### config.mk
export PLATFORM = sky130hd
export DESIGN_NAME = dhi_top
export DESIGN_NICKNAME = d
export VERILOG_FILES = /design/src/design/dhi_pkg.sv /design/src/design/dhi_fifo.sv /design/src/design/dhi_top.sv
export SDC_FILE = /design/constraint.sdc
export NUM_CORES = 1
export LEC_CHECK = 0
export ABC_CLOCK_PERIOD_IN_PS = 2200
export BUFFER_PORTS_ARGS = -buffer_cell sky130_fd_sc_hd__buf_2
export CELL_PAD_IN_SITES_DETAIL_PLACEMENT = 2
export CELL_PAD_IN_SITES_GLOBAL_PLACEMENT = 2
export CORE_ASPECT_RATIO = 2
export CORE_MARGIN = 10
export CORE_UTILIZATION = 38
export DETAILED_ROUTE_END_ITERATION = 8
export PLACE_DENSITY = 0.79
export REMOVE_ABC_BUFFERS = 1
export SYNTH_ARGS = -nofsm -noshare
export SYNTH_HDL_FRONTEND = slang
export SYNTH_SLANG_ARGS = --single-unit
export TNS_END_PERCENT = 50
### constraint.sdc
create_clock -name REF_CLK -period 2.2 [get_ports REF_CLK]
set_clock_uncertainty 0.1 [all_clocks]
set_input_delay 0.11 -clock REF_CLK [delete_from_list [all_inputs] [get_ports REF_CLK]]
set_output_delay 0.11 -clock REF_CLK [all_outputs]
set_load 0.02 [all_outputs]
### src/design/dhi_pkg.sv
// package for the display host interface front end
// assumes one 25 MHz core clock; host pins are asynchronous to it
package dhi_pkg;
  localparam logic [2:0] DHI_SEL_6800 = 3'h4;
  localparam logic [2:0] DHI_SEL_8080 = 3'h6;
  localparam logic [2:0] DHI_SEL_SPI4 = 3'h0;
  localparam logic [2:0] DHI_SEL_SPI3 = 3'h1;
  localparam logic [2:0] DHI_SEL_TWI = 3'h2;
  localparam logic [3:0] DHI_BITS_SPI4 = 4'h8;
  localparam logic [3:0] DHI_BITS_SPI3 = 4'h9;
  localparam int DHI_FIFO_DEPTH = 4;
  localparam int DHI_FIFO_WIDTH = 9;
  typedef enum logic [2:0] {DHI_M_P6800, DHI_M_P8080, DHI_M_SPI4, DHI_M_SPI3,
    DHI_M_OFF} dhi_mode_t;
endpackage

### src/design/dhi_fifo.sv
// small valid/ready fifo for the write stream
// assumes both sides on one clock
`timescale 1ns/1ps
module dhi_fifo #(
  parameter int WIDTH = 9,
  parameter int DEPTH = 4
)(
  input wire logic clk,
  input wire logic rst_n,
  input wire logic in_valid,
  output logic in_ready,
  input wire logic [WIDTH-1:0] in_data,
  output logic out_valid,
  input wire logic out_ready,
  output logic [WIDTH-1:0] out_data
);
  localparam int AW = $clog2(DEPTH);
  typedef struct packed {
    logic [DEPTH-1:0][WIDTH-1:0] mem;
    logic [AW-1:0] wp;
    logic [AW-1:0] rp;
    logic [AW:0] cnt;
  } dhi_fifo_st_t;
  dhi_fifo_st_t st_ff;
  dhi_fifo_st_t nxt_st;
  logic push;
  logic pop;
  assign in_ready = st_ff.cnt != (AW+1)'(DEPTH);
  assign out_valid = st_ff.cnt != '0;
  assign out_data = st_ff.mem[st_ff.rp];
  assign push = in_valid && in_ready;
  assign pop = out_valid && out_ready;
  always_comb
  begin
    nxt_st = st_ff;
    if (push)
    begin
      nxt_st.mem[st_ff.wp] = in_data;
      nxt_st.wp = st_ff.wp + 1'b1;
    end
    if (pop)
      nxt_st.rp = st_ff.rp + 1'b1;
    nxt_st.cnt = st_ff.cnt + (AW+1)'(push) - (AW+1)'(pop);
  end
  always_ff @(posedge clk or negedge rst_n)
  begin
    if (!rst_n)
      st_ff <= '0;
    else
      st_ff <= nxt_st;
  end
endmodule

### src/design/dhi_top.sv
// host port front end: parallel 6800/8080 and 3/4-wire serial writes
// assumes all host pins are asynchronous to REF_CLK; data lines split in/out/oe
`timescale 1ns/1ps
module dhi_top
  import dhi_pkg::*;
(
  input wire logic REF_CLK,
  input wire logic RSTN,
  input wire logic HARDWARE_CLEAR_N,
  input wire logic PORT_SELECT_BIT0,
  input wire logic PORT_SELECT_BIT1,
  input wire logic PORT_SELECT_BIT2,
  input wire logic CS_N,
  input wire logic DATA_COMMAND_SELECT,
  input wire logic STROBE_E_RD_N,
  input wire logic RW_WR_N,
  input wire logic [7:0] DATA_IN,
  output logic [7:0] DATA_OUT,
  output logic DATA_OE,
  input wire logic SER_CLK,
  input wire logic SER_IN,
  input wire logic [7:0] STATUS_BYTE,
  input wire logic [7:0] RAM_RD_DATA,
  output logic RAM_RD_REQ,
  output logic WR_VALID,
  input wire logic WR_READY,
  output logic [7:0] WR_DATA,
  output logic WR_IS_RAM,
  output logic MODE_TWI,
  output logic BYTE_DROPPED
);
  // 3-stage synchronisers for host pins: cs, dc, e/rd, rw/wr, sclk, sin, clr
  localparam int NS = 7;
  typedef struct packed {
    logic [NS-1:0] s1;
    logic [NS-1:0] s2;
    logic [NS-1:0] s3;
    logic [NS-1:0] stab;
    logic [7:0] din2;
    logic [7:0] din3;
    logic [2:0] strap;
    logic strap_done;
    dhi_mode_t mode;
    logic [8:0] shreg;
    logic [3:0] bitcnt;
    logic [7:0] rd_latch;
    logic [7:0] rd_pipe;
    logic oe;
    logic rd_req;
    logic in_valid;
    logic [8:0] in_word;
    logic dropped;
    logic twi;
  } dhi_st_t;
  dhi_st_t st_ff;
  dhi_st_t nxt_st;
  logic [NS-1:0] raw;
  logic cs_n;
  logic dc;
  logic e_rd;
  logic rw_wr;
  logic sclk;
  logic sin;
  logic clr_n;
  logic e_rd_prev;
  logic rw_wr_prev;
  logic sclk_prev;
  logic fifo_ready;
  logic fifo_valid;
  logic [8:0] fifo_data;
  assign raw = {HARDWARE_CLEAR_N, SER_IN, SER_CLK, RW_WR_N, STROBE_E_RD_N,
                DATA_COMMAND_SELECT, CS_N};
  // a change is believed only once stages two and three agree
  always_comb
  begin
    nxt_st = st_ff;
    nxt_st.s1 = raw;
    nxt_st.s2 = st_ff.s1;
    nxt_st.s3 = st_ff.s2;
    nxt_st.din2 = DATA_IN;
    nxt_st.din3 = st_ff.din2;
    for (int i = 0; i < NS; i++)
      if (st_ff.s2[i] == st_ff.s3[i])
        nxt_st.stab[i] = st_ff.s3[i];
    {clr_n, sin, sclk, rw_wr, e_rd, dc, cs_n} = nxt_st.stab;
    {sclk_prev, rw_wr_prev, e_rd_prev} = {st_ff.stab[4], st_ff.stab[3], st_ff.stab[2]};
    nxt_st.in_valid = st_ff.in_valid && !fifo_ready;
    nxt_st.rd_req = 1'b0;
    nxt_st.dropped = 1'b0;
    // straps caught once after reset release
    if (!st_ff.strap_done)
    begin
      // bit2 leftmost, so the 3-wire strap (only bit0 set) decodes as 3'h1
      nxt_st.strap = {PORT_SELECT_BIT2, PORT_SELECT_BIT1, PORT_SELECT_BIT0};
      nxt_st.strap_done = 1'b1;
    end
    case (st_ff.strap)
      DHI_SEL_6800: nxt_st.mode = DHI_M_P6800;
      DHI_SEL_8080: nxt_st.mode = DHI_M_P8080;
      DHI_SEL_SPI4: nxt_st.mode = DHI_M_SPI4;
      DHI_SEL_SPI3: nxt_st.mode = DHI_M_SPI3;
      default: nxt_st.mode = DHI_M_OFF;
    endcase
    nxt_st.twi = st_ff.strap == DHI_SEL_TWI;
    case (st_ff.mode)
      DHI_M_P6800:
      begin
        // e high with rw high drives the bus; falling e ends the cycle
        nxt_st.oe = !cs_n && e_rd && rw_wr;
        if (!cs_n && e_rd && !e_rd_prev && rw_wr)
          nxt_st.rd_latch = dc ? st_ff.rd_pipe : STATUS_BYTE;
        if (!cs_n && !e_rd && e_rd_prev)
        begin
          if (rw_wr && dc)
          begin
            nxt_st.rd_pipe = RAM_RD_DATA;
            nxt_st.rd_req = 1'b1;
          end
          else if (!rw_wr)
          begin
            nxt_st.in_word = {dc, st_ff.din3};
            nxt_st.dropped = st_ff.in_valid && !fifo_ready;
            nxt_st.in_valid = 1'b1;
          end
        end
      end
      DHI_M_P8080:
      begin
        nxt_st.oe = !cs_n && !e_rd;
        if (!cs_n && !e_rd && e_rd_prev)
          nxt_st.rd_latch = dc ? st_ff.rd_pipe : STATUS_BYTE;
        if (!cs_n && e_rd && !e_rd_prev && dc)
        begin
          nxt_st.rd_pipe = RAM_RD_DATA;
          nxt_st.rd_req = 1'b1;
        end
        if (!cs_n && rw_wr && !rw_wr_prev)
        begin
          nxt_st.in_word = {dc, st_ff.din3};
          nxt_st.dropped = st_ff.in_valid && !fifo_ready;
          nxt_st.in_valid = 1'b1;
        end
      end
      DHI_M_SPI4, DHI_M_SPI3:
      begin
        nxt_st.oe = 1'b0;
        if (cs_n)
        begin
          nxt_st.shreg = '0;
          nxt_st.bitcnt = '0;
        end
        else if (sclk && !sclk_prev)
        begin
          nxt_st.shreg = {st_ff.shreg[7:0], sin};
          nxt_st.bitcnt = st_ff.bitcnt + 4'h1;
          if (st_ff.mode == DHI_M_SPI4 && nxt_st.bitcnt == DHI_BITS_SPI4)
          begin
            nxt_st.in_word = {dc, nxt_st.shreg[7:0]};
            nxt_st.bitcnt = '0;
            nxt_st.dropped = st_ff.in_valid && !fifo_ready;
            nxt_st.in_valid = 1'b1;
          end
          else if (st_ff.mode == DHI_M_SPI3 && nxt_st.bitcnt == DHI_BITS_SPI3)
          begin
            nxt_st.in_word = nxt_st.shreg;
            nxt_st.bitcnt = '0;
            nxt_st.dropped = st_ff.in_valid && !fifo_ready;
            nxt_st.in_valid = 1'b1;
          end
        end
      end
      default:
        nxt_st.oe = 1'b0;
    endcase
    // pin clear resets serial count, read pipe and latch, oe and the pending write; fifo, straps and mode are kept
    if (!clr_n)
    begin
      nxt_st.shreg = '0;
      nxt_st.bitcnt = '0;
      nxt_st.rd_pipe = '0;
      nxt_st.rd_latch = '0;
      nxt_st.oe = 1'b0;
      nxt_st.in_valid = 1'b0;
    end
  end
  always_ff @(posedge REF_CLK or negedge RSTN)
  begin
    if (!RSTN)
    begin
      st_ff <= '0;
      st_ff.s1 <= 7'h7f;
      st_ff.s2 <= 7'h7f;
      st_ff.s3 <= 7'h7f;
      st_ff.stab <= 7'h7f;
      st_ff.mode <= DHI_M_OFF;
    end
    else
      st_ff <= nxt_st;
  end
  // fifo absorbs bursts; the sink stalls via WR_READY
  dhi_fifo #(.WIDTH(DHI_FIFO_WIDTH), .DEPTH(DHI_FIFO_DEPTH)) u_fifo (
    .clk(REF_CLK),
    .rst_n(RSTN),
    .in_valid(st_ff.in_valid),
    .in_ready(fifo_ready),
    .in_data(st_ff.in_word),
    .out_valid(fifo_valid),
    .out_ready(WR_READY || !WR_VALID),
    .out_data(fifo_data)
  );
  // output stage registered so every port leaves a flip-flop
  always_ff @(posedge REF_CLK or negedge RSTN)
  begin
    if (!RSTN)
    begin
      WR_VALID <= 1'b0;
      WR_DATA <= 8'h00;
      WR_IS_RAM <= 1'b0;
    end
    else if (WR_READY || !WR_VALID)
    begin
      WR_VALID <= fifo_valid;
      WR_DATA <= fifo_data[7:0];
      WR_IS_RAM <= fifo_data[8];
    end
  end
  assign DATA_OUT = st_ff.rd_latch;
  assign DATA_OE = st_ff.oe;
  assign RAM_RD_REQ = st_ff.rd_req;
  assign MODE_TWI = st_ff.twi;
  assign BYTE_DROPPED = st_ff.dropped;

  AST_SPI_CLR: assert property (@(posedge REF_CLK) disable iff (!RSTN)
    (st_ff.mode inside {DHI_M_SPI4, DHI_M_SPI3}) && st_ff.stab[0] |=> st_ff.bitcnt == 4'h0)
    else $error("serial counter not cleared by chip select");
  AST_SER_NO_OE: assert property (@(posedge REF_CLK) disable iff (!RSTN)
    (st_ff.mode inside {DHI_M_SPI4, DHI_M_SPI3}) |=> !DATA_OE)
    else $error("data bus driven in serial mode");
  AST_CNT4: assert property (@(posedge REF_CLK) disable iff (!RSTN)
    st_ff.mode == DHI_M_SPI4 |-> st_ff.bitcnt < DHI_BITS_SPI4)
    else $error("4-wire counter overran");
  AST_CNT3: assert property (@(posedge REF_CLK) disable iff (!RSTN)
    st_ff.mode == DHI_M_SPI3 |-> st_ff.bitcnt < DHI_BITS_SPI3)
    else $error("3-wire counter overran");
  // oe was registered from the synchronised pins that stab now holds, so same cycle
  AST_OE8080: assert property (@(posedge REF_CLK) disable iff (!RSTN)
    st_ff.mode == DHI_M_P8080 && st_ff.stab[0] |-> !DATA_OE)
    else $error("bus driven without chip select");
  AST_OE6800: assert property (@(posedge REF_CLK) disable iff (!RSTN)
    st_ff.mode == DHI_M_P6800 && !st_ff.stab[3] |-> !DATA_OE)
    else $error("bus driven during 6800 write");
  AST_CLR: assert property (@(posedge REF_CLK) disable iff (!RSTN)
    !st_ff.stab[6] |=> st_ff.bitcnt == 4'h0 && st_ff.rd_pipe == 8'h00)
    else $error("clear pin did not idle the port");
  AST_WR_HOLD: assert property (@(posedge REF_CLK) disable iff (!RSTN)
    WR_VALID && !WR_READY |=> WR_VALID && $stable(WR_DATA) && $stable(WR_IS_RAM))
    else $error("write stream dropped under stall");
endmodule

==> impl_metrics.tcl, run 1 <==
set metrics [dict create \
    final_max_slew_viol_count 0 \
    worst_slack_ns -0.154 \
    status "finished, violations left" \
    period_share_pct 107 \
    rows 63 \
    maxSlewHeadroom_pct 62.2 \
    critPathArrivalTime_ns 2.55 \
    syn_inst 394 \
    h-tree-depth 4 \
    grt_use_total_pct 16.9 \
    power.share.clock_pct 40.4 \
    synth_edf_count 0 \
    drt-total-wl_mm 17.5 \
    grt_pass1_vias 4519 \
    fin_crit_ns 2.35 \
    start_util_pct 38.9 \
    synth_area_per_cell_um2 14.7 \
    grt_max_degree 61 \
    cts_root_buffer "clkbuf_16" \
    hpwlAfterDp_mm 9.51 \
    rr_worst_depth 6 \
    reg2reg_slack_ns -0.15 \
    drc_errors 0 \
    core_um2 14900 \
    ioPinCount 59 \
    clkTransAtPathRegs_ns 0.06 \
    max-cap-violations 0 \
    worst_hold_slack_ns 0.112 \
    grt.overflow.total 0 \
    antenna_found_initial 0 \
    drt-initial-drc-count 124 \
    cts_tree "yes" \
    required_ns 2.40 \
    syn_to_final_growth_pct 30.3 \
    ys_warn_count 0 \
    grt_setup_unrepaired "true" \
    diodes 0 \
    grt_first_pass_wirelength_mm 26.8 \
    ir_drop_uv 535 \
    yosysSeqAreaShare_pct 63.6 \
    ant_nets 0 \
    setup_tns_ns -1.14 \
    tightest_slew_ns 0.568 \
    p_switching_uw 1990 \
    crit_fanout 5 \
    synth_cell_types 47 \
    clkLatencyLatePin_ns 0.42 \
    dr.pass1.iters 4 \
    cts_max_path_buffers 2 \
    num_vias 3653 \
    drt-wirelength-per-cell_um 24.3 \
    violations "setup timing" \
    die_width_um 107 \
    setup_violations 11 \
    avgViaCountPerCell 5.07 \
    p_per_area_nw_per_um2 936 \
    hold_viol_final 0 \
    power_uw 7070 \
    whs_path_depth 4 \
    portBuffers 58 \
    p_int_uw 5080 \
    synth_area_leaders "dfrtp_1, dfstp_2, mux2_2" \
    cts_buffers 17 \
    p_leak_uw 0.00357 \
    reg2reg_from "e_rd_prev$_DFF_PN1_" \
    ys_seq_elements 146 \
    switching_share_pct 28.2 \
    yosysTopAreaCell "dfrtp_1" \
    startpoint_type "flip-flop" \
    fmax_mhz 425 \
    post-route-util_pct 50.7 \
    crit_type "reg -> reg" \
    gp_congestion 0.702 \
    comb_power_share_pct 14.3 \
    finalNetCount 559 \
    hp-class "in -> reg" \
    drive_gt1_share_pct 45.1 \
    die_h_um 195 \
    synthArstFlopShare_pct 100 \
    die_area_um2 20900 \
    end_kind "flip-flop" \
    r2r-end "st_ff[20]$_DFFE_PN0P_" \
    min_from "WR_READY" \
    synth_ff_type "dfrtp_1" \
    min_to "WR_VALID$_DFFE_PN0N_" \
    clock-sinks 146 \
    seqPwrFrac_pct 45.3 \
    synth_top_area_share_pct 50.5 \
    synth_area_um2 5800 \
]
==> worst max path at each step <==
stage / from / endpoint / slack [ns] / cells past startpoint
after CTS: e_rd_prev$_DFF_PN1_ / st_ff[15]$_DFFE_PN0P_ / -0.18 / 6
after detailed placement: e_rd_prev$_DFF_PN1_ / st_ff[20]$_DFFE_PN0P_ / -0.07 / 6
after floorplan: st_ff[30]$_DFFE_PN0P_ / st_ff[10]$_DFFE_PN0P_ / -0.71 / 6
after global routing: e_rd_prev$_DFF_PN1_ / st_ff[20]$_DFFE_PN0P_ / -0.19 / 6
after global placement: e_rd_prev$_DFF_PN1_ / st_ff[16]$_DFFE_PN0P_ / 0.02 / 6
final: e_rd_prev$_DFF_PN1_ / st_ff[20]$_DFFE_PN0P_ / -0.15 / 6
==> power by group through the flow <==
stage	Clock (µW)	Sequential, µW	Combinational, µW
after global routing	3050	3250	1100
final	2860	3200	1010
after floorplan	0	3220	456
after CTS	2900	3200	997
after global placement	0	3190	807
after detailed placement	0	3230	877
==> flip-flops by register name (all words and copies together), names as in the netlist <==
signal and count:
u_fifo.st_ff 43, DATA_OUT 8, nxt_st 22, rw_wr_prev 1, RAM_RD_REQ 1, DATA_OE 1, e_rd_prev 1, WR_IS_RAM 1
WR_VALID 1, WR_DATA 8, sclk_prev 1, BYTE_DROPPED 1, st_ff 56, MODE_TWI 1
==> per-stage QoR <==
stage	instances	instance area, µm²	worst slack (ns)
2_1_floorplan	370	5640	-0.710
6_report	721	7560	-0.154
5_1_grt	721	7560	-0.190
3_3_place_gp	649	6420	0.0193
3_5_place_dp	649	6420	-0.0673
4_1_cts	720	7440	-0.181
==> cells in the mapped netlist, types with 2 or more instances <==
| master | instances |
|---|---|
| o21ai_0 | 7 |
| dfstp_2 | 29 |
| a211oi_1 | 8 |
| mux2_2 | 49 |
| buf_2 | 4 |
| nand2b_1 | 6 |
| nor2_1 | 24 |
| inv_1 | 10 |
| buf_6 | 3 |
| mux4_2 | 9 |
| clkbuf_1 | 6 |
| nand2_1 | 12 |
| a21oi_1 | 2 |
| buf_4 | 10 |
| mux2i_1 | 17 |
| nor2b_1 | 2 |
| nand3_1 | 2 |
| dfrtp_1 | 117 |
| o21a_1 | 2 |
| maj3_1 | 5 |
| ha_1 | 8 |
| a21o_1 | 10 |
| a22o_1 | 17 |
| nand3b_1 | 4 |
| nor4b_1 | 2 |
| xnor2_1 | 4 |
| nor4_1 | 2 |
| xor2_1 | 3 |
| nor3b_1 | 2 |
==> cell families (layout without fill, tap and decap cells) <==
| logic type | Yosys count | after routing | share of synthesized area, % |
|---|---|---|---|
| flops | 146 | 146 | 63.6 |
| buf+inv | 34 | 166 | 3.41 |
| simple gates | 64 | 64 | 5.93 |
| compound gates | 52 | 52 | 6.82 |
| fa+ha+maj | 15 | 15 | 3.13 |
| xor+xnor | 7 | 7 | 1.06 |
| other cells | 1 | 1 | 0.0647 |
| mux | 75 | 75 | 15.9 |
==> area by class of cell <==
cell class / count / area, µm²
multi-input combinational: 214 / 2050
timing repair buffer: 124 / 951
fill: 1388 / 7340
tap: 195 / 244
inverter: 10 / 37.5
sequential: 146 / 3690
clock inverter: 13 / 126
clock buffer: 19 / 453
==> worst max-delay path, cell delays in order, from the launching register on <==
cell and delay (ns):
dfstp_2 0.54, or3b_4 0.39, or4b_4 0.52, a21oi_4 0.21, buf_12 0.16, mux2i_4 0.23
nor2_2 0.07
==> layer usage <==
metal / global-route usage [%] / vias to the layer above / part of all wire, %
met2: 32.9 / 61 / 59
met4: 6.10 / 0 / 2.4
met1: 16.3 / 1935 / 36
met5: 0 / - / 0
met3: 3.68 / 25 / 2.8
li1: - / 1632 / -
==> cells in the final DEF, fill, tap and decap left out, types with 6 or more instances in the layout <==
| cell | instances |
|---|---|
| dlygate4sd3_1 | 35 |
| a22o_1 | 17 |
| inv_1 | 9 |
| buf_4 | 25 |
| ha_1 | 7 |
| a211oi_1 | 7 |
| buf_2 | 57 |
| mux2_2 | 49 |
| dfrtp_1 | 116 |
| nor2_1 | 20 |
| mux4_2 | 9 |
| o21ai_0 | 6 |
| clkbuf_16 | 18 |
| a21o_1 | 10 |
| mux2i_1 | 11 |
| dfstp_2 | 29 |
| nand2_1 | 12 |
==> timing repair <==
action                                  in CTS  in global routing
cloned                                       1                  0
endpoints found under the setup margin      19                 28
buffers inserted                             3                  1
resized for setup                           10                 24
hold buffers                                35                  0
hold endpoints to repair                   111                  0
pin swaps                                    5                 10
Note: power is estimated with default switching activity, not from simulation.
==> run 2, diff against run 1 <==
BUFFER_PORTS_ARGS = -buffer_cell sky130_fd_sc_hd__buf_4   (was -buffer_cell sky130_fd_sc_hd__buf_2)
==> impl_metrics.tcl, run 2 (same netlist as run 1, synthesis figures left out) <==
set metrics [dict create \
    core_um2 14900 \
    reg2reg_slack_ns -0.15 \
    drive_gt1_share_pct 44.7 \
    drt-total-wl_mm 16.8 \
    worst_slack_ns -0.154 \
    final_max_slew_viol_count 0 \
    post-route-util_pct 51.9 \
    diodes 0 \
    hp-class "in -> async" \
    p_per_area_nw_per_um2 931 \
    h-tree-depth 4 \
    final_common_cell "dfrtp_1" \
    fin_crit_ns 2.35 \
    syn_to_final_growth_pct 33.2 \
    status "finished, violations left" \
    crit_fanout 5 \
    die_area_um2 20900 \
    fmax_mhz 425 \
    antenna_found_initial 0 \
    ant_nets 0 \
    cts_root_buffer "clkbuf_16" \
    power_uw 7190 \
    p_leak_uw 0.00361 \
    num_vias 3700 \
    violations "setup timing" \
    grt_setup_unrepaired "true" \
    die_h_um 195 \
    num-fill-cells 1328 \
    clkTransAtPathRegs_ns 0.07 \
    clock-sinks 146 \
    crit_type "reg -> reg" \
    finalNetCount 563 \
    critPathArrivalTime_ns 2.56 \
    portBuffers 58 \
    max-cap-violations 0 \
    ir_drop_uv 523 \
    die_width_um 107 \
    fin_cells 725 \
    cts_tree "yes" \
    rows 63 \
    gp_congestion 0.720 \
    largest_reg_flops 56 \
    place_ws_ns -0.131 \
    avgViaCountPerCell 5.10 \
    drt-initial-drc-count 104 \
    hpwlAfterDp_mm 9.95 \
    start_util_pct 38.9 \
    ioPinCount 59 \
    top_register "st_ff" \
    required_ns 2.41 \
    grt.overflow.total 0 \
    worst_hold_slack_ns 0.138 \
    hold_viol_final 0 \
    grt_first_pass_wirelength_mm 27.0 \
    cts_buffers 17 \
    grt_max_degree 64 \
    grt_pass1_vias 4681 \
    place_inst 650 \
    clkLatencyLatePin_ns 0.42 \
    drc_errors 0 \
    cts_max_path_buffers 2 \
    dr.pass1.iters 4 \
    startpoint_type "flip-flop" \
    setup_violations 21 \
    tightest_slew_ns 0.612 \
    end_kind "flip-flop" \
    period_share_pct 107 \
    grt_use_total_pct 16.9 \
    maxSlewHeadroom_pct 59.2 \
    final_cell_mix "dfrtp_1, buf_4, mux2_2, dlygate4sd3_1, dfstp_2" \
    drt-wirelength-per-cell_um 23.2 \
]
[run 2: cell count changes in the layout (fill, tap and decap cells not counted), sizes merged]
cell / before / now
clkinvlp: 4 / 2
bufinv: 1 / 2
clkbuf: 20 / 17
clkinv: 3 / 2
buf: 88 / 93
inv: 15 / 19
[run 2: per-layer routing]
| layer | part of all wire, % | routed length [µm] | track usage [%] |
|---|---|---|---|
| met5 | 0 | 0 | 0 |
| met3 | 2.8 | 473 | 3.58 |
| met2 | 60 | 10000 | 32.2 |
| met1 | 35 | 5850 | 16.7 |
| met4 | 2.9 | 483 | 7.49 |
[run 2: power breakdown]
part / internal [µW] / switching, µW / total, µW / leakage (µW)
combinational: 521 / 494 / 1020 / 0.00146
sequential: 2950 / 250 / 3200 / 0.00186
clock: 1710 / 1270 / 2970 / 0.000290
total: 5180 / 2010 / 7190 / 0.00361
[run 2: stage by stage]
stage               setup TNS [ns]  area (µm²)
global route                 -2.87        7720
global placement                 0        6560
detailed placement          -0.663        6560
CTS                         -0.716        7660
floorplan                    -9.90        5640
finish                       -1.41        7720
[run 2: critical path, stage by stage, from the launching register on]
cell and delay (ns):
dfstp_2 0.54, or3b_4 0.38, or4b_4 0.54, a21oi_4 0.21, buf_12 0.16, mux2i_4 0.25, nor2_2 0.05
[run 2: timing repair]
action	4_1_cts	5_1_grt
gates cloned	1	1
resized for setup	17	17
pin swaps	10	14
buffers inserted	7	1
hold buffers	35	0
hold endpoints to repair	93	0
endpoints found under the setup margin	18	27
[run 2: worst paths after layout]
path                                           start                           to  depth (start not counted)
min in group REF_CLK                        WR_READY  u_fifo.st_ff[3]$_DFFE_PN0P_                          4
worst min-delay path                            RSTN        st_ff[48]$_DFFE_PN0N_                          2
worst min register to register  nxt_st[54]$_DFF_PN0_          st_ff[54]$_DFF_PN0_                          0
worst max-delay path             e_rd_prev$_DFF_PN1_        st_ff[19]$_DFFE_PN0P_                          6
max in group asynchronous                       RSTN         nxt_st[77]$_DFF_PN1_                          3
worst max register to register   e_rd_prev$_DFF_PN1_        st_ff[19]$_DFFE_PN0P_                          6
[run 2: layout make-up]
type | instances | area, µm² | share of cell area [%]
clock inverters | 15 | 169 | 2.19
well taps | 195 | 244 | 3.16
inverters | 10 | 37.5 | 0.486
clock buffers | 17 | 425 | 5.51
flip-flops and latches | 146 | 3690 | 47.8
repair buffers | 128 | 1120 | 14.5
multi-input cells | 214 | 2040 | 26.4
